**src/pkg/csscb_map.svh**
```systemverilog
// offsets, field positions, reset values and timing of the clock config bank
// assumes a 250 MHz core clock; included by both design modules
`ifndef CSSCB_MAP_SVH
`define CSSCB_MAP_SVH
`define CSSCB_OFF_FREQ 7'h00
`define CSSCB_OFF_PROC 7'h01
`define CSSCB_OFF_BUS 7'h02
`define CSSCB_OFF_MEM 7'h03
`define CSSCB_OFF_RSV 7'h04
`define CSSCB_OFF_STOP 7'h05
`define CSSCB_OFF_WDOG 7'h06
`define CSSCB_OFF_WCTL 7'h09
`define CSSCB_B0_SPRH 7
`define CSSCB_B0_SELL 4
`define CSSCB_B0_BYP 3
`define CSSCB_B0_SELH 1
`define CSSCB_B0_SPRL 0
`define CSSCB_B0_LOCKED_WMASK 8'h81
`define CSSCB_B3_WMASK 8'h77
`define CSSCB_B5_WMASK 8'h1f
`define CSSCB_B6_SKEW 6
`define CSSCB_B6_CNT 1
`define CSSCB_B6_UNIT 0
`define CSSCB_B9_RSTEN 4
`define CSSCB_B9_FLAG 2
`define CSSCB_B9_WDEN 1
`define CSSCB_RST_B0 8'h00
`define CSSCB_RST_B1 3'h7
`define CSSCB_RST_B2 8'hff
`define CSSCB_RST_B3 8'hbf
`define CSSCB_RST_B5 8'h03
`define CSSCB_RST_B6 8'h3e
`define CSSCB_CLK_MHZ 250
`define CSSCB_SHORT_UNIT_US 150000
`define CSSCB_LONG_UNIT_US 2500000
`define CSSCB_RST_PULSE_NS 1000
`define CSSCB_SLAVE_ADDR 7'h50
`endif

```
**src/pkg/csscb_pkg.sv**
```systemverilog
// types shared by the clock config bank and its serial slave
// assumes csscb_map.svh on the include path
package csscb_pkg;
  typedef enum logic [3:0] {
    CSSCB_S_IDLE, CSSCB_S_ADDR, CSSCB_S_AACK, CSSCB_S_CMD, CSSCB_S_CACK,
    CSSCB_S_WDAT, CSSCB_S_WACK, CSSCB_S_RDAT, CSSCB_S_RACK, CSSCB_S_SKIP
  } csscb_slv_state_type;
  typedef struct packed {
    logic [6:0] offset;
    logic [7:0] data;
  } csscb_wr_type;
  typedef struct packed {
    logic [4:0] freq_select;
    logic [1:0] spread;
    logic [2:0] proc_run;    // proc zero, proc one, differential pair
    logic [7:0] bus_group_en; // mem six, free bus, bus six..one
    logic fixed48_en;
    logic sel_en;
    logic sel_rate;
    logic [2:0] mem_pair_en;
    logic [1:0] ref_en;      // crystal copy one, zero
    logic [1:0] skew;
  } csscb_clk_ctl_type;
endpackage

```
**src/logic/csscb_smbus_slave.sv**
```systemverilog
// smbus byte read/write slave: start/stop, address, command, one data byte
// assumes raw scl/sda pins; open-drain wire resolved outside from sda_oe
`timescale 1ns/1ps
`include "csscb_map.svh"
module csscb_smbus_slave #(
  parameter logic [6:0] SLAVE_ADDR = `CSSCB_SLAVE_ADDR
)
(
  input wire logic clk, // core clock
  input wire logic srst, // sync reset
  input wire logic scl_in, // raw clock pin
  input wire logic sda_in, // raw data pin
  output logic sda_oe, // pull data low
  output logic wr_valid, // one-cycle commit
  output csscb_pkg::csscb_wr_type wr, // committed byte
  output logic [6:0] rd_off, // offset last addressed
  input wire logic [7:0] rd_data // byte at rd_off
);
  import csscb_pkg::*;
  logic [2:0] scl_p, sda_p;
  csscb_slv_state_type st, next_st;
  logic [3:0] cnt, next_cnt;
  logic [7:0] sh, next_sh;
  logic rw, next_rw, next_oe, next_wv;
  logic [6:0] next_off;
  logic scl_rise, scl_fall, start, stop;
  always_ff @(posedge clk)
  begin
    scl_p <= {scl_p[1:0], scl_in};
    sda_p <= {sda_p[1:0], sda_in};
  end
  assign scl_rise = scl_p[1] & ~scl_p[2];
  assign scl_fall = ~scl_p[1] & scl_p[2];
  assign start = scl_p[1] & scl_p[2] & sda_p[2] & ~sda_p[1];
  assign stop = scl_p[1] & scl_p[2] & ~sda_p[2] & sda_p[1];
  always_comb
  begin
    next_st = st;
    next_cnt = cnt;
    next_sh = sh;
    next_rw = rw;
    next_oe = sda_oe;
    next_off = rd_off;
    next_wv = 1'b0;
    if (start)
    begin
      next_st = CSSCB_S_ADDR;
      next_cnt = '0;
      next_oe = 1'b0;
    end
    else if (stop)
    begin
      next_st = CSSCB_S_IDLE;
      next_oe = 1'b0;
    end
    else if (scl_rise && (st == CSSCB_S_ADDR || st == CSSCB_S_CMD || st == CSSCB_S_WDAT))
    begin
      // msb arrives first
      next_sh = {sh[6:0], sda_p[1]};
      next_cnt = cnt + 4'h1;
    end
    else if (scl_fall)
    begin
      unique case (st)
        CSSCB_S_ADDR:
          if (cnt == 4'h8)
          begin
            next_st = (sh[7:1] == SLAVE_ADDR) ? CSSCB_S_AACK : CSSCB_S_SKIP;
            next_oe = (sh[7:1] == SLAVE_ADDR);
            next_rw = sh[0];
          end
        CSSCB_S_AACK:
        begin
          next_cnt = '0;
          next_st = rw ? CSSCB_S_RDAT : CSSCB_S_CMD;
          next_sh = rd_data;
          next_oe = rw & ~rd_data[7];
        end
        CSSCB_S_CMD:
          if (cnt == 4'h8)
          begin
            // only byte operations are answered; block mode is refused
            next_st = sh[7] ? CSSCB_S_CACK : CSSCB_S_SKIP;
            next_oe = sh[7];
            next_off = sh[7] ? sh[6:0] : rd_off;
          end
        CSSCB_S_CACK:
        begin
          next_oe = 1'b0;
          next_cnt = '0;
          next_st = CSSCB_S_WDAT;
        end
        CSSCB_S_WDAT:
          if (cnt == 4'h8)
          begin
            next_st = CSSCB_S_WACK;
            next_oe = 1'b1;
          end
        CSSCB_S_WACK:
        begin
          // commit only once the acknowledge clock has completed
          next_oe = 1'b0;
          next_wv = 1'b1;
          next_st = CSSCB_S_SKIP;
        end
        CSSCB_S_RDAT:
          if (cnt == 4'h7)
          begin
            next_oe = 1'b0;
            next_st = CSSCB_S_RACK;
          end
          else
          begin
            next_sh = {sh[6:0], 1'b0};
            next_oe = ~sh[6];
            next_cnt = cnt + 4'h1;
          end
        CSSCB_S_RACK: next_st = CSSCB_S_SKIP;
        CSSCB_S_IDLE, CSSCB_S_SKIP: next_st = st;
      endcase
    end
  end
  always_ff @(posedge clk)
  begin
    if (srst)
    begin
      st <= CSSCB_S_IDLE;
      cnt <= '0;
      sh <= '0;
      rw <= 1'b0;
      sda_oe <= 1'b0;
      rd_off <= '0;
      wr_valid <= 1'b0;
      wr <= '0;
    end
    else
    begin
      st <= next_st;
      cnt <= next_cnt;
      sh <= next_sh;
      rw <= next_rw;
      sda_oe <= next_oe;
      rd_off <= next_off;
      wr_valid <= next_wv;
      wr <= next_wv ? {rd_off, sh} : wr;
    end
  end
endmodule

```
**src/logic/csscb_top.sv**
```systemverilog
// configuration bank of the clock synthesizer: bytes 0-6, watchdog control byte 9
// assumes smbus pins and straps are asynchronous; clock outputs are levels
`timescale 1ns/1ps
`include "csscb_map.svh"
module csscb_top #(
  parameter int unsigned SHORT_UNIT_CYCLES = `CSSCB_SHORT_UNIT_US * `CSSCB_CLK_MHZ,
  parameter int unsigned LONG_UNIT_CYCLES = `CSSCB_LONG_UNIT_US * `CSSCB_CLK_MHZ,
  parameter logic [6:0] SLAVE_ADDR = `CSSCB_SLAVE_ADDR
)
(
  input wire logic clk, // 250 MHz core clock
  input wire logic srst, // sync reset, active high
  input wire logic scl_in, // smbus clock pin
  input wire logic sda_in, // smbus data pin level
  output logic sda_out, // value driven when enabled
  output logic sda_oe, // high pulls data low
  input wire logic [4:0] strap_frequency_inputs, // power-on straps
  input wire logic proc_stop_n, // processor stop, low active
  output csscb_pkg::csscb_clk_ctl_type clk_ctl, // clock controls
  output logic sys_reset, // system reset pulse
  output logic timeout_occurred_flag, // watchdog expired
  output logic recovery_lock // locked in recovery frequency
);
  import csscb_pkg::*;
  localparam int unsigned PULSE_CYCLES = `CSSCB_RST_PULSE_NS * `CSSCB_CLK_MHZ / 1000;
  localparam logic [31:0] SHORT_LOAD = 32'(SHORT_UNIT_CYCLES - 1);
  localparam logic [31:0] LONG_LOAD = 32'(LONG_UNIT_CYCLES - 1);
  localparam logic [7:0] PULSE_LOAD = 8'(PULSE_CYCLES);

  logic wr_valid;
  csscb_wr_type wr;
  logic [6:0] rd_off;
  logic [7:0] rd_data;

  csscb_smbus_slave #(
    .SLAVE_ADDR(SLAVE_ADDR)
  ) i_csscb_smbus_slave (
    .clk(clk),
    .srst(srst),
    .scl_in(scl_in),
    .sda_in(sda_in),
    .sda_oe(sda_oe),
    .wr_valid(wr_valid),
    .wr(wr),
    .rd_off(rd_off),
    .rd_data(rd_data)
  );

  // pin synchronisers; not reset, reset must be held two edges
  logic [4:0] strap_s1, strap_s2;
  logic [1:0] stop_s;
  always_ff @(posedge clk)
  begin
    strap_s1 <= strap_frequency_inputs;
    strap_s2 <= strap_s1;
    stop_s <= {stop_s[0], proc_stop_n};
    sda_out <= 1'b0; // open drain: only ever pulls low
  end

  function automatic logic [7:0] merge(input logic [7:0] old, input logic [7:0] dat,
                                       input logic [7:0] msk);
    merge = (dat & msk) | (old & ~msk);
  endfunction

  // configuration bytes
  logic [7:0] b0, b2, b3, b5, b6, next_b0, next_b2, next_b3, next_b5, next_b6;
  logic [2:0] b1, next_b1;
  logic [4:0] strap_q, next_strap_q;
  logic taken, next_taken, rst_en, next_rst_en, guard_timer_enable, next_guard_timer_enable;
  logic wr0, wr1, wr2, wr3, wr5, wr6, wr9;

  assign wr0 = wr_valid && wr.offset == `CSSCB_OFF_FREQ;
  assign wr1 = wr_valid && wr.offset == `CSSCB_OFF_PROC;
  assign wr2 = wr_valid && wr.offset == `CSSCB_OFF_BUS;
  assign wr3 = wr_valid && wr.offset == `CSSCB_OFF_MEM;
  assign wr5 = wr_valid && wr.offset == `CSSCB_OFF_STOP;
  assign wr6 = wr_valid && wr.offset == `CSSCB_OFF_WDOG;
  assign wr9 = wr_valid && wr.offset == `CSSCB_OFF_WCTL;

  always_comb
  begin
    // straps caught on the first edge after reset release
    next_taken = 1'b1;
    next_strap_q = taken ? strap_q : strap_s2;
    // locked: select code and bypass hold, spread still writable
    next_b0 = wr0 ? merge(b0, wr.data, recovery_lock ? `CSSCB_B0_LOCKED_WMASK : 8'hff) : b0;
    next_b1 = wr1 ? wr.data[2:0] : b1;
    next_b2 = wr2 ? wr.data : b2;
    next_b3 = wr3 ? merge(b3, wr.data, `CSSCB_B3_WMASK) : b3;
    next_b5 = wr5 ? merge(b5, wr.data, `CSSCB_B5_WMASK) : b5;
    next_b6 = wr6 ? wr.data : b6;
    next_rst_en = wr9 ? wr.data[`CSSCB_B9_RSTEN] : rst_en;
    next_guard_timer_enable = wr9 ? wr.data[`CSSCB_B9_WDEN] : guard_timer_enable;
  end

  always_ff @(posedge clk)
  begin
    if (srst)
    begin
      taken <= 1'b0;
      strap_q <= '0;
      b0 <= `CSSCB_RST_B0;
      b1 <= `CSSCB_RST_B1;
      b2 <= `CSSCB_RST_B2;
      b3 <= `CSSCB_RST_B3;
      b5 <= `CSSCB_RST_B5;
      b6 <= `CSSCB_RST_B6;
      rst_en <= 1'b0;
      guard_timer_enable <= 1'b0;
    end
    else
    begin
      taken <= next_taken;
      strap_q <= next_strap_q;
      b0 <= next_b0;
      b1 <= next_b1;
      b2 <= next_b2;
      b3 <= next_b3;
      b5 <= next_b5;
      b6 <= next_b6;
      rst_en <= next_rst_en;
      guard_timer_enable <= next_guard_timer_enable;
    end
  end

  // read mux; unmapped offsets return zero
  always_comb
  begin
    unique case (rd_off)
      `CSSCB_OFF_FREQ: rd_data = b0;
      `CSSCB_OFF_PROC: rd_data = {strap_q, b1};
      `CSSCB_OFF_BUS: rd_data = b2;
      `CSSCB_OFF_MEM: rd_data = b3;
      `CSSCB_OFF_STOP: rd_data = b5;
      `CSSCB_OFF_WDOG: rd_data = b6;
      `CSSCB_OFF_WCTL:
        rd_data = {3'h0, rst_en, 1'b0, timeout_occurred_flag, guard_timer_enable, 1'b0};
      default: rd_data = 8'h00;
    endcase
  end

  // frequency selection and clock controls
  logic [4:0] sel_code, next_freq;
  csscb_clk_ctl_type next_ctl;
  logic freq_change;
  assign sel_code = {b0[`CSSCB_B0_SELH +: 2], b0[`CSSCB_B0_SELL +: 3]};

  always_comb
  begin
    // recovery reloads the hardware-selected frequency
    if (recovery_lock || !b0[`CSSCB_B0_BYP])
      next_freq = strap_q;
    else
      next_freq = sel_code;
    next_ctl.freq_select = next_freq;
    next_ctl.spread = {b0[`CSSCB_B0_SPRH], b0[`CSSCB_B0_SPRL]};
    next_ctl.proc_run = b1 & ({b5[3], b5[4], b5[2]} | {3{stop_s[1]}});
    next_ctl.bus_group_en = b2;
    next_ctl.fixed48_en = b3[5];
    next_ctl.sel_en = b3[4];
    next_ctl.sel_rate = b3[6];
    next_ctl.mem_pair_en = b3[2:0];
    next_ctl.ref_en = b5[1:0];
    next_ctl.skew = b6[`CSSCB_B6_SKEW +: 2];
  end
  assign freq_change = taken && (next_freq != clk_ctl.freq_select);

  // watchdog
  logic running, next_running, next_lock, next_flag, expire;
  logic [31:0] unit_cnt, next_unit_cnt;
  logic [4:0] left, next_left;
  logic [7:0] pulse, next_pulse;
  logic [31:0] unit_load;

  assign unit_load = b6[`CSSCB_B6_UNIT] ? LONG_LOAD : SHORT_LOAD;
  assign expire = running && unit_cnt == 32'h0 && left == 5'h0;

  always_comb
  begin
    next_running = running;
    next_unit_cnt = unit_cnt;
    next_left = left;
    next_lock = recovery_lock;
    next_pulse = (pulse != 8'h0) ? pulse - 8'h1 : pulse;
    if (!guard_timer_enable)
    begin
      next_running = 1'b0;
      next_lock = 1'b0;
      next_unit_cnt = unit_load;
      next_left = b6[`CSSCB_B6_CNT +: 5];
    end
    else if (expire)
    begin
      next_running = 1'b0;
      next_lock = 1'b1;
      next_pulse = rst_en ? PULSE_LOAD : next_pulse;
    end
    else if (running)
    begin
      if (unit_cnt != 32'h0)
        next_unit_cnt = unit_cnt - 32'h1;
      else
      begin
        // count N expires after N+1 whole units
        next_left = left - 5'h1;
        next_unit_cnt = unit_load;
      end
    end
    else if (freq_change && !recovery_lock)
    begin
      next_running = 1'b1;
      next_unit_cnt = unit_load;
      next_left = b6[`CSSCB_B6_CNT +: 5];
    end
    // a clear in the expiry cycle loses to the new event
    next_flag = expire | (timeout_occurred_flag & ~(wr9 & wr.data[`CSSCB_B9_FLAG]));
  end

  always_ff @(posedge clk)
  begin
    if (srst)
    begin
      running <= 1'b0;
      recovery_lock <= 1'b0;
      timeout_occurred_flag <= 1'b0;
      unit_cnt <= '0;
      left <= '0;
      pulse <= '0;
      sys_reset <= 1'b0;
      clk_ctl <= '0;
    end
    else
    begin
      running <= next_running;
      recovery_lock <= next_lock;
      timeout_occurred_flag <= next_flag;
      unit_cnt <= next_unit_cnt;
      left <= next_left;
      pulse <= next_pulse;
      sys_reset <= next_pulse != 8'h0;
      clk_ctl <= next_ctl;
    end
  end

  // checks
  property p_bypass_sel;
    @(posedge clk) disable iff (srst)
    (taken && !recovery_lock && b0[`CSSCB_B0_BYP]) |=> clk_ctl.freq_select == $past(sel_code);
  endproperty
  a_bypass_sel: assert property (p_bypass_sel)
  else $error("register select code not applied");

  property p_strap_sel;
    @(posedge clk) disable iff (srst)
    (taken && !b0[`CSSCB_B0_BYP]) |=> clk_ctl.freq_select == $past(strap_q);
  endproperty
  a_strap_sel: assert property (p_strap_sel)
  else $error("strap frequency not applied");

  property p_strap_read;
    @(posedge clk) disable iff (srst)
    (rd_off == `CSSCB_OFF_PROC) |-> rd_data[7:3] == strap_q && rd_data[2:0] == b1;
  endproperty
  a_strap_read: assert property (p_strap_read)
  else $error("byte 1 readback wrong");

  property p_expire;
    @(posedge clk) disable iff (srst)
    (expire && guard_timer_enable) |=> timeout_occurred_flag && recovery_lock && !running
      ##1 (sys_reset == $past(rst_en, 2));
  endproperty
  a_expire: assert property (p_expire)
  else $error("expiry did not flag, lock or pulse");

  property p_flag_clear;
    @(posedge clk) disable iff (srst)
    (wr9 && wr.data[`CSSCB_B9_FLAG] && !expire) |=> !timeout_occurred_flag;
  endproperty
  a_flag_clear: assert property (p_flag_clear)
  else $error("timeout flag not cleared");

  property p_unlock;
    @(posedge clk) disable iff (srst)
    !guard_timer_enable |=> !recovery_lock && !running;
  endproperty
  a_unlock: assert property (p_unlock)
  else $error("cleared enable did not stop and unlock");

  property p_lock_hold;
    @(posedge clk) disable iff (srst)
    (recovery_lock && wr0) |=> $stable(b0[6:1]) && clk_ctl.freq_select == $past(strap_q, 2);
  endproperty
  a_lock_hold: assert property (p_lock_hold)
  else $error("frequency changed while locked");

  property p_no_partial;
    @(posedge clk) disable iff (srst)
    !wr_valid |=> $stable(b2) && $stable(b6) && $stable(b0);
  endproperty
  a_no_partial: assert property (p_no_partial)
  else $error("byte changed without a completed write");

  property p_stop_mask;
    @(posedge clk) disable iff (srst)
    (!stop_s[1] && !b5[4]) |=> !clk_ctl.proc_run[1];
  endproperty
  a_stop_mask: assert property (p_stop_mask)
  else $error("unmasked processor clock kept running");

  property p_unit_load;
    @(posedge clk) disable iff (srst)
    (freq_change && guard_timer_enable && !running && !recovery_lock && !expire)
      |=> running && left == $past(b6[5:1]) && unit_cnt == $past(unit_load);
  endproperty
  a_unit_load: assert property (p_unit_load)
  else $error("watchdog not loaded on frequency change");
endmodule

```
**config.mk**
```make
export PLATFORM = sky130hd
export DESIGN_NAME = csscb_top
export DESIGN_NICKNAME = d
export VERILOG_FILES = /design/src/pkg/csscb_pkg.sv /design/src/logic/csscb_smbus_slave.sv /design/src/logic/csscb_top.sv
export VERILOG_INCLUDE_DIRS = /design/src /design/src/pkg
export SDC_FILE = /design/constraint.sdc
export NUM_CORES = 1
export LEC_CHECK = 0
export BUFFER_PORTS_ARGS = -buffer_cell sky130_fd_sc_hd__buf_2
export CORE_MARGIN = 1
export CORE_UTILIZATION = 29
export CTS_BUF_LIST = sky130_fd_sc_hd__clkbuf_8
export DETAILED_ROUTE_END_ITERATION = 8
export GPL_ROUTABILITY_DRIVEN = 1
export GPL_TIMING_DRIVEN = 0
export PLACE_DENSITY = 0.45
export SLEW_MARGIN = 20
export SYNTH_ARGS = -nofsm -noshare
export SYNTH_HDL_FRONTEND = slang
export SYNTH_SLANG_ARGS = --single-unit
export TNS_END_PERCENT = 10
```
**constraint.sdc**
```tcl
create_clock -name clk -period 7.23 [get_ports clk]
set_input_delay 0.3615 -clock clk [delete_from_list [all_inputs] [get_ports clk]]
set_output_delay 0.3615 -clock clk [all_outputs]
set_load 0.05 [all_outputs]
```
### After elaboration in Yosys (flattened, before gate mapping)

Index checks and enable logic that the tools add are counted.

* register bits after elaboration: 187
* output and inout bits: 33
* logic and storage cells: 214

* add/subtract/negate cells: 4
* equal/unequal tests: 39
* multiplexer cells: 51
* bitwise logic cells: 31
* reduce and logical (&&, ||, !) cells: 47

Operators by type and width (count)
* two-way mux 32 bit: 5
* two-way mux 8 bit: 7
* one-hot mux 8 bit (7 select lines): 1
* two-way mux 4 bit: 9
* zero test 32 bit: 1
* nonzero test 32 bit: 1
* subtractor 32 x 1 -> 32 bit (second input constant): 1
* two-way mux 30 bit: 1
* two-way mux 5 bit: 6
* == test 7 x 2 -> 1 bit (second input constant): 4
* == test 7 x 3 -> 1 bit (second input constant): 4
* one-hot mux 4 bit (7 select lines): 1
* AND reduction 7 bit: 3
* == test 4 x 3 -> 1 bit (second input constant): 5
* bitwise AND 8 bit: 2
* two-way mux 1 bit: 16
* one-hot mux 8 bit (2 select lines): 1
* nonzero test 8 bit: 2
* == test 7 x 1 -> 1 bit (second input constant): 2
* == test 7 x 4 -> 1 bit (second input constant): 2
* zero test 7 bit: 2
* == test 4 bit (second input constant): 3
* logical AND 1 bit: 12
* inequality test 4 x 2 -> 1 bit (second input constant): 3
* 40 further kinds: 78

### Depth between registers and ports, before layout

Gate-level depths: netlist (run 1).

* depth in word-level cells: 10
* mapped depth: 10

### Modules after synthesis

Synthesis (run 1) repeated with hierarchy kept, for this count alone.

* cells, all modules: 943
* area, all modules: 8261.7 um2

Modules (own cells, without submodules)
* csscb_top: instances 1, cells each 688, area an instance 6043.3 um2, sequential area each 2702.6 um2
* csscb_smbus_slave: instances 1, cells each 255, area an instance 2218.4 um2, sequential area each 940.9 um2

### Worst setup path after synthesis (run 1)

No wires, ideal clock.

* path type: input-to-reg
* from: in srst
* to: reg unit_cnt[14]
* setup time: 0.059 ns
* arrival: 1.523 ns
* required time: 7.171 ns
* path slack: 5.648 ns
* cell stages on the path: 5
* path buffers: 1
* cells stage by stage: a311o_1 a21o_1 buf_2 or4_1 nand2_1

RTL lines
* start, declared: line csscb_top.sv:12 `input wire logic srst,`
* end signal, assigned: line csscb_top.sv:237 `unit_cnt <= next_unit_cnt;`
* end, declared: line csscb_top.sv:170 `logic [31:0] unit_cnt, next_unit_cnt;`

### Worst setup path in the final report (run 1)

* from: reg unit_cnt[6]
* to: reg unit_cnt[19]

* cells in the longest elaborated chain, start to end: 5

RTL lines
* subtractor 32 x 1 -> 32 bit, or another cell as far along: line csscb_top.sv:201 `next_unit_cnt = unit_cnt - 32'h1;`
* two-way mux 32 bit / logical AND 1 bit (equally long branches): line csscb_top.sv:200, csscb_top.sv:176
* two-way mux 32 bit / logical AND 1 bit (equally long branches): line csscb_top.sv:198, csscb_top.sv:176
* two-way mux 32 bit / inequality test 2 bit (equally long branches)
* two-way mux 32 bit / AND reduction 2 bit (equally long branches)

Parallel ways exist; a longest one is shown, timed or not. The select of a mux whose other input is x is not followed.
A chain may end at the register's enable or synchronous reset.

==> metrics.md, run 1 <==
| Metric | Value |
|---|---|
| CP Launch Type | flop |
| DRT antenna net count | 0 |
| Leakage | 3.43 nW |
| Pwr/cell area | 225 nW/um2 |
| Slew margin rel. | 0.315 |
| DRT iter0 DRCs | 485 |
| Buffers added on ports | 41 |
| # H-tree levels | 4 |
| Placer congestion estimate | 0.834 |
| I/O pins | 43 |
| Core ar. | 27200 um2 |
| Post-synth EDFFs | 0 |
| Final Cycle Share | 0.419 |
| Syn Inst Count | 932 |
| Post-cts sizing count | 0 |
| Leading area contributor after synthesis | dfxtp_1 |
| Tmin final | 3030 ps |
| Initial Util | 0.299 |
| Die ar. | 28700 um2 |
| Synth area leaders | dfxtp_1 45%, mux2i_1 8.4%, nand2_1 5.3%, a21oi_1 4.5%, nor2_1 4.1% |
| Max-capacitance violation count | 0 |
| Hold path start | strap_s1[4] |
| Via-per-instance ratio | 4.96 |
| GRT Total Usage | 0.168 |
| P_sw | 0.662 mW |
| HPWL after DPL | 16.6 mm |
| Post-Route M1 WL | 11.9 mm |
| Layout cell share with drive strength beyond 1 | 0.102 |
| Most common cell after layout, fill and taps aside | dfxtp_1 |
| WS Path Type | flop to flop |
| CP required | 7610 ps |
| Worst Hold Class | flop to flop |
| Syn avg cell area | 8.71 um2 |
| TritonCTS clock tree | built |
| Setup TNS | 0 ps |
| Combinational power share | 0.136 |
| Worst r2r path cells | 8 |
| Worst Setup End Kind | flop |
| Fillers | 2908 |
| Final WL | 23.1 mm |
| CTS Root Cell | clkbuf_8 |
| Initial antenna violation count | 0 |
| Reg power frac | 0.517 |
| Synth Flop Type | dfxtp_1 |
| Placed Area | 8800 um2 |
| Clk_lat worst skew | 480 ps |
| Clock slew at reported path FFs | 120 ps |
| Setup Skew | 22.5 ps |
| Data arrival, critical path | 3410 ps |
| Fmax | 330 MHz |
| Slew Limit Fails | 0 |
| Hold EP | strap_s2[4] |
| Design area | 9310 um2 |
| Synthesis-stage register bit count | 182 |
| Status | completed |
| Gr ovfl total | 0 |
| Antenna Cells | 0 |
| Nets | 1018 |
| Top Metal Used | met4 |
| Synth top area share | 0.449 |
| Pint | 1.43 mW |
| Switching Share | 0.317 |
| # rows | 60 |
| R2R Path Start | unit_cnt[6] |
| Clk pwr share | 0.347 |
| Area grow syn2layout | 14.6% |
| Critical path fanouts, max | 10 |
| First-pass GRT wire length | 37.2 mm |
| CTS Sinks | 182 |
| Vias in the first global route | 6602 |
| Syn nets | 950 |
| Commonest non-fill, non-tap cells in the layout | 182 x dfxtp_1, 114 x nand2_1, 89 x nor2_1, 73 x a21oi_1, 68 x mux2i_1 |
| Total CTS buffers | 17 |
| Distinct cell type count after synthesis | 69 |
| Flop2flop setup slack | 4200 ps |
| Chip width | 169 um |
| Hold Crit Depth | 0 |
| Worst-margin pin slew | 1020 ps |
| Final setup vio count | 0 |
| Routed wl met3 | 826 um |
| Maximum clock path buffer count | 2 |
| Seq/Total Area, Yosys | 0.449 |
| Fin. Hold Viols | 0 |
| DR vias | 6874 |
| Die height | 169 um |
| # DRC | 0 |
| RSZ-0062 raised after global routing | no |
| Synth Cell Area | 8120 um2 |
| Synth warnings | 0 |
| WL/cell | 16.7 um |
| Pin count of the biggest net entering global routing | 22 |
| Capturing point of the worst reg2reg path | unit_cnt[19] |
| WL met2 | 10.0 mm |
| Peak VDD IR | 0.0000965 V |
| Drt first pass iters | 5 |
| Ys async rst share | 0 |
## worst max-delay path: stages (launching register included)
cell	delay, ps
dfxtp_1	310
buf_2	160
nor4_2	480
nand4_1	250
nor4b_4	520
nand2b_1	270
clkbuf_1	450
o21ai_0	200
a32o_1	290
## state kept, by name (all words and copies together), names as in the netlist, 3 cells and up
| name | cells |
|---|---|
| i_csscb_smbus_slave.rd_off | 7 |
| strap_q | 5 |
| clk_ctl | 28 |
| i_csscb_smbus_slave.wr | 15 |
| i_csscb_smbus_slave.cnt | 4 |
| b2 | 8 |
| left | 5 |
| b0 | 8 |
| b3 | 6 |
| i_csscb_smbus_slave.sh | 8 |
| pulse | 8 |
| strap_s2 | 5 |
| unit_cnt | 32 |
| i_csscb_smbus_slave.scl_p | 3 |
| i_csscb_smbus_slave.sda_p | 3 |
| i_csscb_smbus_slave.st | 4 |
| b1 | 3 |
| b5 | 5 |
| b6 | 8 |
| strap_s1 | 5 |
## routing by layer
metal | up-vias | GRT usage
met4 | 0 | 0.0411
met3 | 16 | 0.0271
met2 | 126 | 0.255
li1 | 3478 | -
met5 | - | 0
met1 | 3254 | 0.244
## per-stage QoR
step | std cells | setup slack [ps] | util | hold slack [ps] | power, mW
floorplan | 932 | 4490 | - | 310 | 1.32
global placement | 1345 | 4200 | 0.323 | 310 | 1.39
detailed placement | 1345 | 4200 | 0.324 | 312 | 1.39
CTS | 1385 | 4190 | 0.342 | 341 | 2.12
global route | 1385 | 3870 | 0.342 | 348 | 2.21
finish | 1385 | 4200 | 0.342 | 339 | 2.09
## timing repair
action                     CTS  global route
buffers inserted             0             0
hold endpoints to repair     8             0
setup endpoints to repair    0             0
hold buffers                 8             0
## power groups by stage
stage	combinational (mW)	clock (mW)	sequential [mW]
after floorplan	0.198	0	1.12
after global placement	0.283	0	1.10
after detailed placement	0.282	0	1.10
after CTS	0.286	0.755	1.08
after global routing	0.321	0.795	1.09
final	0.284	0.726	1.08
## cell usage after synthesis (9+ instances only)
library cell / n
a21oi_1: 73
a31oi_1: 9
a32o_1: 12
clkbuf_1: 41
dfxtp_1: 182
inv_1: 14
mux2i_1: 68
nand2_1: 114
nand2b_1: 12
nand3_1: 15
nor2_1: 89
nor2b_1: 34
nor3_1: 23
nor3b_1: 9
nor4_1: 14
o21ai_0: 54
o31ai_1: 14
or3_1: 12
or4_1: 11
xnor2_1: 9
## layout make-up
class                           instances  area (um2)  share of cell area
Buffer                                 54         235              0.0253
Sequential cell                       182        3640               0.391
Clock buffer                           17         234              0.0251
Multi-Input combinational cell        681        4190               0.450
Timing Repair Buffer                   49         285              0.0306
Clock inverter                         15         198              0.0212
Tap cell                              372         465              0.0500
Inverter                               15        56.3             0.00605
## worst max path at each step
stage / from / end / slack (ps) / cells past startpoint
finish: unit_cnt[6] / unit_cnt[19] / 4200 / 8
global route: unit_cnt[9] / unit_cnt[9] / 3870 / 7
CTS: unit_cnt[6] / unit_cnt[19] / 4190 / 8
detailed placement: unit_cnt[9] / unit_cnt[19] / 4200 / 7
global placement: unit_cnt[9] / unit_cnt[19] / 4200 / 7
floorplan: recovery_lock / unit_cnt[14] / 4490 / 9
## logic make-up (layout without fill, tap and decap cells)
group / Yosys count / in the layout / synth area share
other cells: 1 / 1 / 0.000462
simple gates: 370 / 370 / 0.229
fa+ha+maj: 8 / 8 / 0.0123
mux: 75 / 75 / 0.0938
flops: 182 / 182 / 0.449
compound gates: 216 / 216 / 0.168
buf+inv: 69 / 150 / 0.0359
xor+xnor: 11 / 11 / 0.0119
Power figures use the tool's default switching activity.
==> run 2: changes to the inputs <==
==> constraint.sdc (replaced) <==
create_clock -name clk -period 3 [get_ports clk]
set_input_delay 0.15 -clock clk [delete_from_list [all_inputs] [get_ports clk]]
set_output_delay 0.15 -clock clk [all_outputs]
set_load 0.05 [all_outputs]
==> run 2 against run 1 <==
Against the previous run: core utilization is 0.12 points higher; design area is 0.34% higher; fmax increased by 8.9%; combinational power up 140%; clock skew about the same; first-iteration DRC count down 6.6%; largest cell class unchanged; highest routed layer unchanged.
==> metrics.md, run 2 (synthesis results as in run 1) <==
| Metric | Value |
|---|---|
| Status | completed |
| Drt first pass iters | 5 |
| Setup TNS | 0 ps |
| Largest reg by FF count | unit_cnt |
| Fin. Hold Viols | 0 |
| DRT antenna net count | 0 |
| CTS Root Cell | clkbuf_8 |
| Placed cells | 1345 |
| Nets | 1020 |
| Tmin final | 2780 ps |
| Crit-path leading delay family | simple AND/OR/NAND/NOR gates |
| I/O pins | 43 |
| Fmax | 359 MHz |
| TritonCTS clock tree | built |
| Setup Skew | 22.7 ps |
| DR vias | 6842 |
| Buffers added on ports | 41 |
| First-pass GRT wire length | 37.2 mm |
| WL/cell | 16.7 um |
| CP peak stage delay | 580 ps |
| Final Cycle Share | 0.927 |
| DRT iter0 DRCs | 453 |
| Place WS | -27.0 ps |
| Slowest library cell on the worst path | or4_4 |
| Max reg flops | 32 |
| Die height | 169 um |
| Cell Count, Final, Fillers Out | 1387 |
| Buffers & Inverters on Critical Path | 2 |
| R2R Path Start | recovery_lock |
| WS Path Type | flop to flop |
| Die ar. | 28700 um2 |
| Hold slack | 183 ps |
| Pin count of the biggest net entering global routing | 22 |
| Util after Layout | 0.344 |
| Layout cell share with drive strength beyond 1 | 0.105 |
| CP Launch Type | flop |
| Total CTS buffers | 17 |
| CP required | 3340 ps |
| Via-per-instance ratio | 4.93 |
| Placer congestion estimate | 0.834 |
| Final WL | 23.1 mm |
| Most frequent cell on the critical path | mux2i_1 |
| HPWL after DPL | 16.6 mm |
| Data arrival, critical path | 3120 ps |
| Hold path start | srst |
| Initial antenna violation count | 0 |
| Peak VDD IR | 0.000232 V |
| Clk_lat worst skew | 480 ps |
| Leakage | 3.45 nW |
| Worst setup margin | 218 ps |
| Most common cell after layout, fill and taps aside | dfxtp_1 |
| Worst Hold Class | input port to flop |
| # rows | 60 |
| Antenna Cells | 0 |
| Worst-margin pin slew | 1030 ps |
| # H-tree levels | 4 |
| Gr ovfl total | 0 |
| Clock slew at reported path FFs | 110 ps |
| Final setup vio count | 0 |
| Critical path origin | recovery_lock |
| GRT Total Usage | 0.168 |
| Commonest non-fill, non-tap cells in the layout | 182 x dfxtp_1, 114 x nand2_1, 89 x nor2_1, 73 x a21oi_1, 68 x mux2i_1 |
| Max-capacitance violation count | 0 |
| RSZ-0062 raised after global routing | no |
| Initial Util | 0.299 |
| Biggest registers after layout | unit_cnt (32), clk_ctl (28), i_csscb_smbus_slave.wr (15) |
| Slew margin rel. | 0.309 |
| Vias in the first global route | 6610 |
| Chip width | 169 um |
| Pwr/cell area | 540 nW/um2 |
| Maximum clock path buffer count | 2 |
| CTS Sinks | 182 |
| Critical path fanouts, max | 10 |
| Cell Chain, Critical Path | nor2b_1 > buf_6 > mux2i_1 > xnor2_1 > or4_4 > a21oi_1 > clkbuf_1 > mux2i_1 > nor2_1 |
| Slew Limit Fails | 0 |
| Core ar. | 27200 um2 |
| # DRC | 0 |
| Area grow syn2layout | 15.0% |
| Worst Setup End Kind | flop |
[run 2: cell types whose count changed in the layout (fill, tap and decap cells not counted)]
cell	delta
clkbuf_1	-1
nor4_1	-1
nor4_4	+1
buf_4	+2
clkbuf_2	+1
[run 2: layer usage]
layer | routed length, um | share of wire | vias to the layer above | GRT usage
li1 | - | - | 3477 | -
met1 | 12100 | 0.52 | 3243 | 0.244
met2 | 10100 | 0.44 | 107 | 0.255
met3 | 650 | 0.028 | 15 | 0.0271
met4 | 270 | 0.012 | 0 | 0.0427
met5 | 0 | 0 | - | 0
[run 2: per-stage QoR]
| stage | cell area, um2 | power [mW] |
|---|---|---|
| 2_1_floorplan | 8120 | 3.19 |
| 3_3_place_gp | 8790 | 3.34 |
| 3_5_place_dp | 8800 | 3.34 |
| 4_1_cts | 9310 | 5.12 |
| 5_1_grt | 9340 | 5.32 |
| 6_report | 9340 | 5.04 |
[run 2: report_power, final]
part | internal (mW) | switching (mW)
combinational | 0.274 | 0.411
sequential | 2.52 | 0.0891
clock | 0.653 | 1.09
[run 2: repair_timing]
| action | CTS | global route |
|---|---|---|
| resized for setup | 1 | 2 |
| hold endpoints to repair | 8 | 0 |
| pin swaps | 0 | 1 |
| hold buffers | 8 | 0 |
| endpoints found under the setup margin | 8 | 44 |
| setup buffers | 0 | 2 |
| gates cloned | 0 | 0 |
[run 2: cell type report]
cell class | count | area (um2)
well taps | 372 | 465
clock buffers | 17 | 234
fillers | 2903 | 17800
multi-input cells | 681 | 4210
repair buffers | 51 | 300
inverters | 15 | 56.3
clock inverters | 15 | 198
flip-flops and latches | 182 | 3640
plain buffers | 54 | 236
[run 2: path summary, 6_finish.rpt]
| path | to | slack, ps | depth (start not counted) |
|---|---|---|---|
| max | left[1] | 220 | 9 |
| min | unit_cnt[6] | 180 | 3 |
| max reg2reg | left[1] | 220 | 9 |
| min reg2reg | strap_s2[4] | 340 | 0 |
[run 2: worst reg2reg max path, stage by stage (launching register included)]
cell      delay [ps]
dfxtp_1          430
nor2b_1          190
buf_6            170
mux2i_1          270
xnor2_1           90
or4_4            580
a21oi_1          210
clkbuf_1         400
mux2i_1          250
nor2_1            50
==> run 3: changes to the inputs <==
--- a/config.mk
+++ b/config.mk
@@ -7,13 +7,15 @@
 export NUM_CORES = 1
 export LEC_CHECK = 0
 export BUFFER_PORTS_ARGS = -buffer_cell sky130_fd_sc_hd__buf_2
+export CELL_PAD_IN_SITES_DETAIL_PLACEMENT = 1
+export CELL_PAD_IN_SITES_GLOBAL_PLACEMENT = 1
 export CORE_MARGIN = 1
 export CORE_UTILIZATION = 29
 export CTS_BUF_LIST = sky130_fd_sc_hd__clkbuf_8
 export DETAILED_ROUTE_END_ITERATION = 8
 export GPL_ROUTABILITY_DRIVEN = 1
 export GPL_TIMING_DRIVEN = 0
-export PLACE_DENSITY = 0.45
+export PLACE_DENSITY = 0.55
 export SLEW_MARGIN = 20
 export SYNTH_ARGS = -nofsm -noshare
 export SYNTH_HDL_FRONTEND = slang
==> run 3 against run 2 <==
Against the previous run: clock power about the same; sequential share of layout area up 0.063 points; sequential cell count is the same; worst setup slack got worse by 14 ps; core utilization decreased by 0.055 points; sequential power about the same; non-clock buffer count unchanged.
==> metrics.md, run 3 (synthesis results as in run 1) <==
| Metric | Value |
|---|---|
| Final setup vio count | 0 |
| Clock slew at reported path FFs | 110 ps |
| Setup Skew | 19.5 ps |
| Largest reg by FF count | unit_cnt |
| Cell Chain, Critical Path | nor2b_1 > buf_6 > mux2i_1 > xnor2_1 > or4_4 > a211oi_2 > buf_2 > a21oi_1 > o221a_2 |
| Fmax | 358 MHz |
| Core ar. | 27200 um2 |
| Pwr/cell area | 540 nW/um2 |
| Leakage | 3.45 nW |
| WS Path Type | flop to flop |
| Die ar. | 28700 um2 |
| Vias in the first global route | 6981 |
| Via-per-instance ratio | 5.05 |
| TritonCTS clock tree | built |
| Final Cycle Share | 0.932 |
| Worst-margin pin slew | 956 ps |
| CP required | 3380 ps |
| Chip width | 169 um |
| Hold slack | 178 ps |
| Util after Layout | 0.343 |
| Placer congestion estimate | 0.823 |
| Final WL | 25.0 mm |
| CTS Sinks | 182 |
| Slew Limit Fails | 0 |
| Total CTS buffers | 17 |
| Gr ovfl total | 0 |
| Status | completed |
| # rows | 60 |
| GRT Total Usage | 0.183 |
| CP Launch Type | flop |
| DR vias | 7005 |
| Tmin final | 2800 ps |
| Most common cell after layout, fill and taps aside | dfxtp_1 |
| Clk_lat worst skew | 480 ps |
| Worst Hold Class | input port to flop |
| Die height | 169 um |
| Antenna Cells | 0 |
| Pin count of the biggest net entering global routing | 21 |
| # H-tree levels | 4 |
| Critical path fanouts, max | 10 |
| # DRC | 0 |
| Maximum clock path buffer count | 2 |
| Commonest non-fill, non-tap cells in the layout | 182 x dfxtp_1, 114 x nand2_1, 89 x nor2_1, 73 x a21oi_1, 68 x mux2i_1 |
| I/O pins | 43 |
| Max-capacitance violation count | 0 |
| Nets | 1020 |
| Peak VDD IR | 0.000311 V |
| Buffers added on ports | 41 |
| Layout cell share with drive strength beyond 1 | 0.107 |
| Area grow syn2layout | 14.8% |
| Worst Setup End Kind | flop |
| CP peak stage delay | 580 ps |
| Drt first pass iters | 4 |
| Initial Util | 0.299 |
| Initial antenna violation count | 0 |
| Max reg flops | 32 |
| HPWL after DPL | 18.3 mm |
| Slowest library cell on the worst path | or4_4 |
| Biggest registers after layout | unit_cnt (32), clk_ctl (28), i_csscb_smbus_slave.wr (15) |
| Fin. Hold Viols | 0 |
| DRT antenna net count | 0 |
| First-pass GRT wire length | 40.4 mm |
| Fillers | 3312 |
| DRT iter0 DRCs | 355 |
| CTS Root Cell | clkbuf_8 |
| WL/cell | 18.0 um |
| RSZ-0062 raised after global routing | no |
| Slew margin rel. | 0.357 |
| Data arrival, critical path | 3180 ps |
==> run 3: changes by cell type in the layout (fill, tap and decap cells not counted), sizes merged <==
cell	delta
inv	+2
clkinv	-1
clkinvlp	-1
==> run 3: routing by layer <==
layer	share of wire	track usage	wire length, um
met2	0.44	0.282	10900
met4	0.0078	0.0415	195
met5	0	0	0
met1	0.54	0.267	13400
met3	0.020	0.0257	494
==> run 3: final timing paths <==
check	from	end	slack (ps)	cells after the start
setup / recovery	recovery_lock	unit_cnt[4]	200	9
hold / removal	srst	unit_cnt[5]	180	3
setup reg to reg	recovery_lock	unit_cnt[4]	200	9
hold reg to reg	strap_s1[1]	strap_s2[1]	330	0
==> run 3: layout make-up <==
cell class,instances,area [um2],share of cell area
plain buffers,54,238,0.0255
multi-input cells,681,4210,0.452
flip-flops and latches,182,3640,0.391
clock inverters,15,176,0.0189
repair buffers,51,300,0.0322
clock buffers,17,234,0.0251
inverters,15,56.3,0.00604
well taps,372,465,0.0499
==> run 3: power breakdown <==
part           switching [mW]  total (mW)  leakage (nW)  internal (mW)
combinational           0.426       0.701          1.75          0.275
sequential             0.0962        2.61          1.49           2.52
clock                    1.08        1.72         0.206          0.639
==> run 3: worst max-delay path: cells and delay by family, from the launching register on <==
kind | cells | cell delay [ps]
AND/OR/NAND/NOR | 2 | 780
AO/OA/AOI/OAI | 3 | 570
buffers and inverters | 2 | 510
flip-flops | 1 | 440
multiplexers | 1 | 290
XOR/XNOR | 1 | 100
==> run 3: stage by stage <==
| stage | TNS, ps | instances | cell area, um2 | worst slack, ps | power, mW |
|---|---|---|---|---|---|
| floorplan | 0 | 932 | 8120 | 256 | 3.19 |
| global placement | -838 | 1345 | 8790 | -84.8 | 3.35 |
| detailed placement | -904 | 1345 | 8800 | -106 | 3.37 |
| CTS | 0 | 1387 | 9310 | 95.8 | 5.11 |
| global route | 0 | 1387 | 9320 | 10.2 | 5.29 |
| finish | 0 | 1387 | 9320 | 205 | 5.04 |
==> run 3: what timing repair did <==
item	CTS	global route
cloned	0	0
gates resized for setup	2	4
hold buffers	8	0
pin swaps	1	0
setup endpoints to repair	18	26
hold endpoints to repair	8	0
setup buffers	2	0
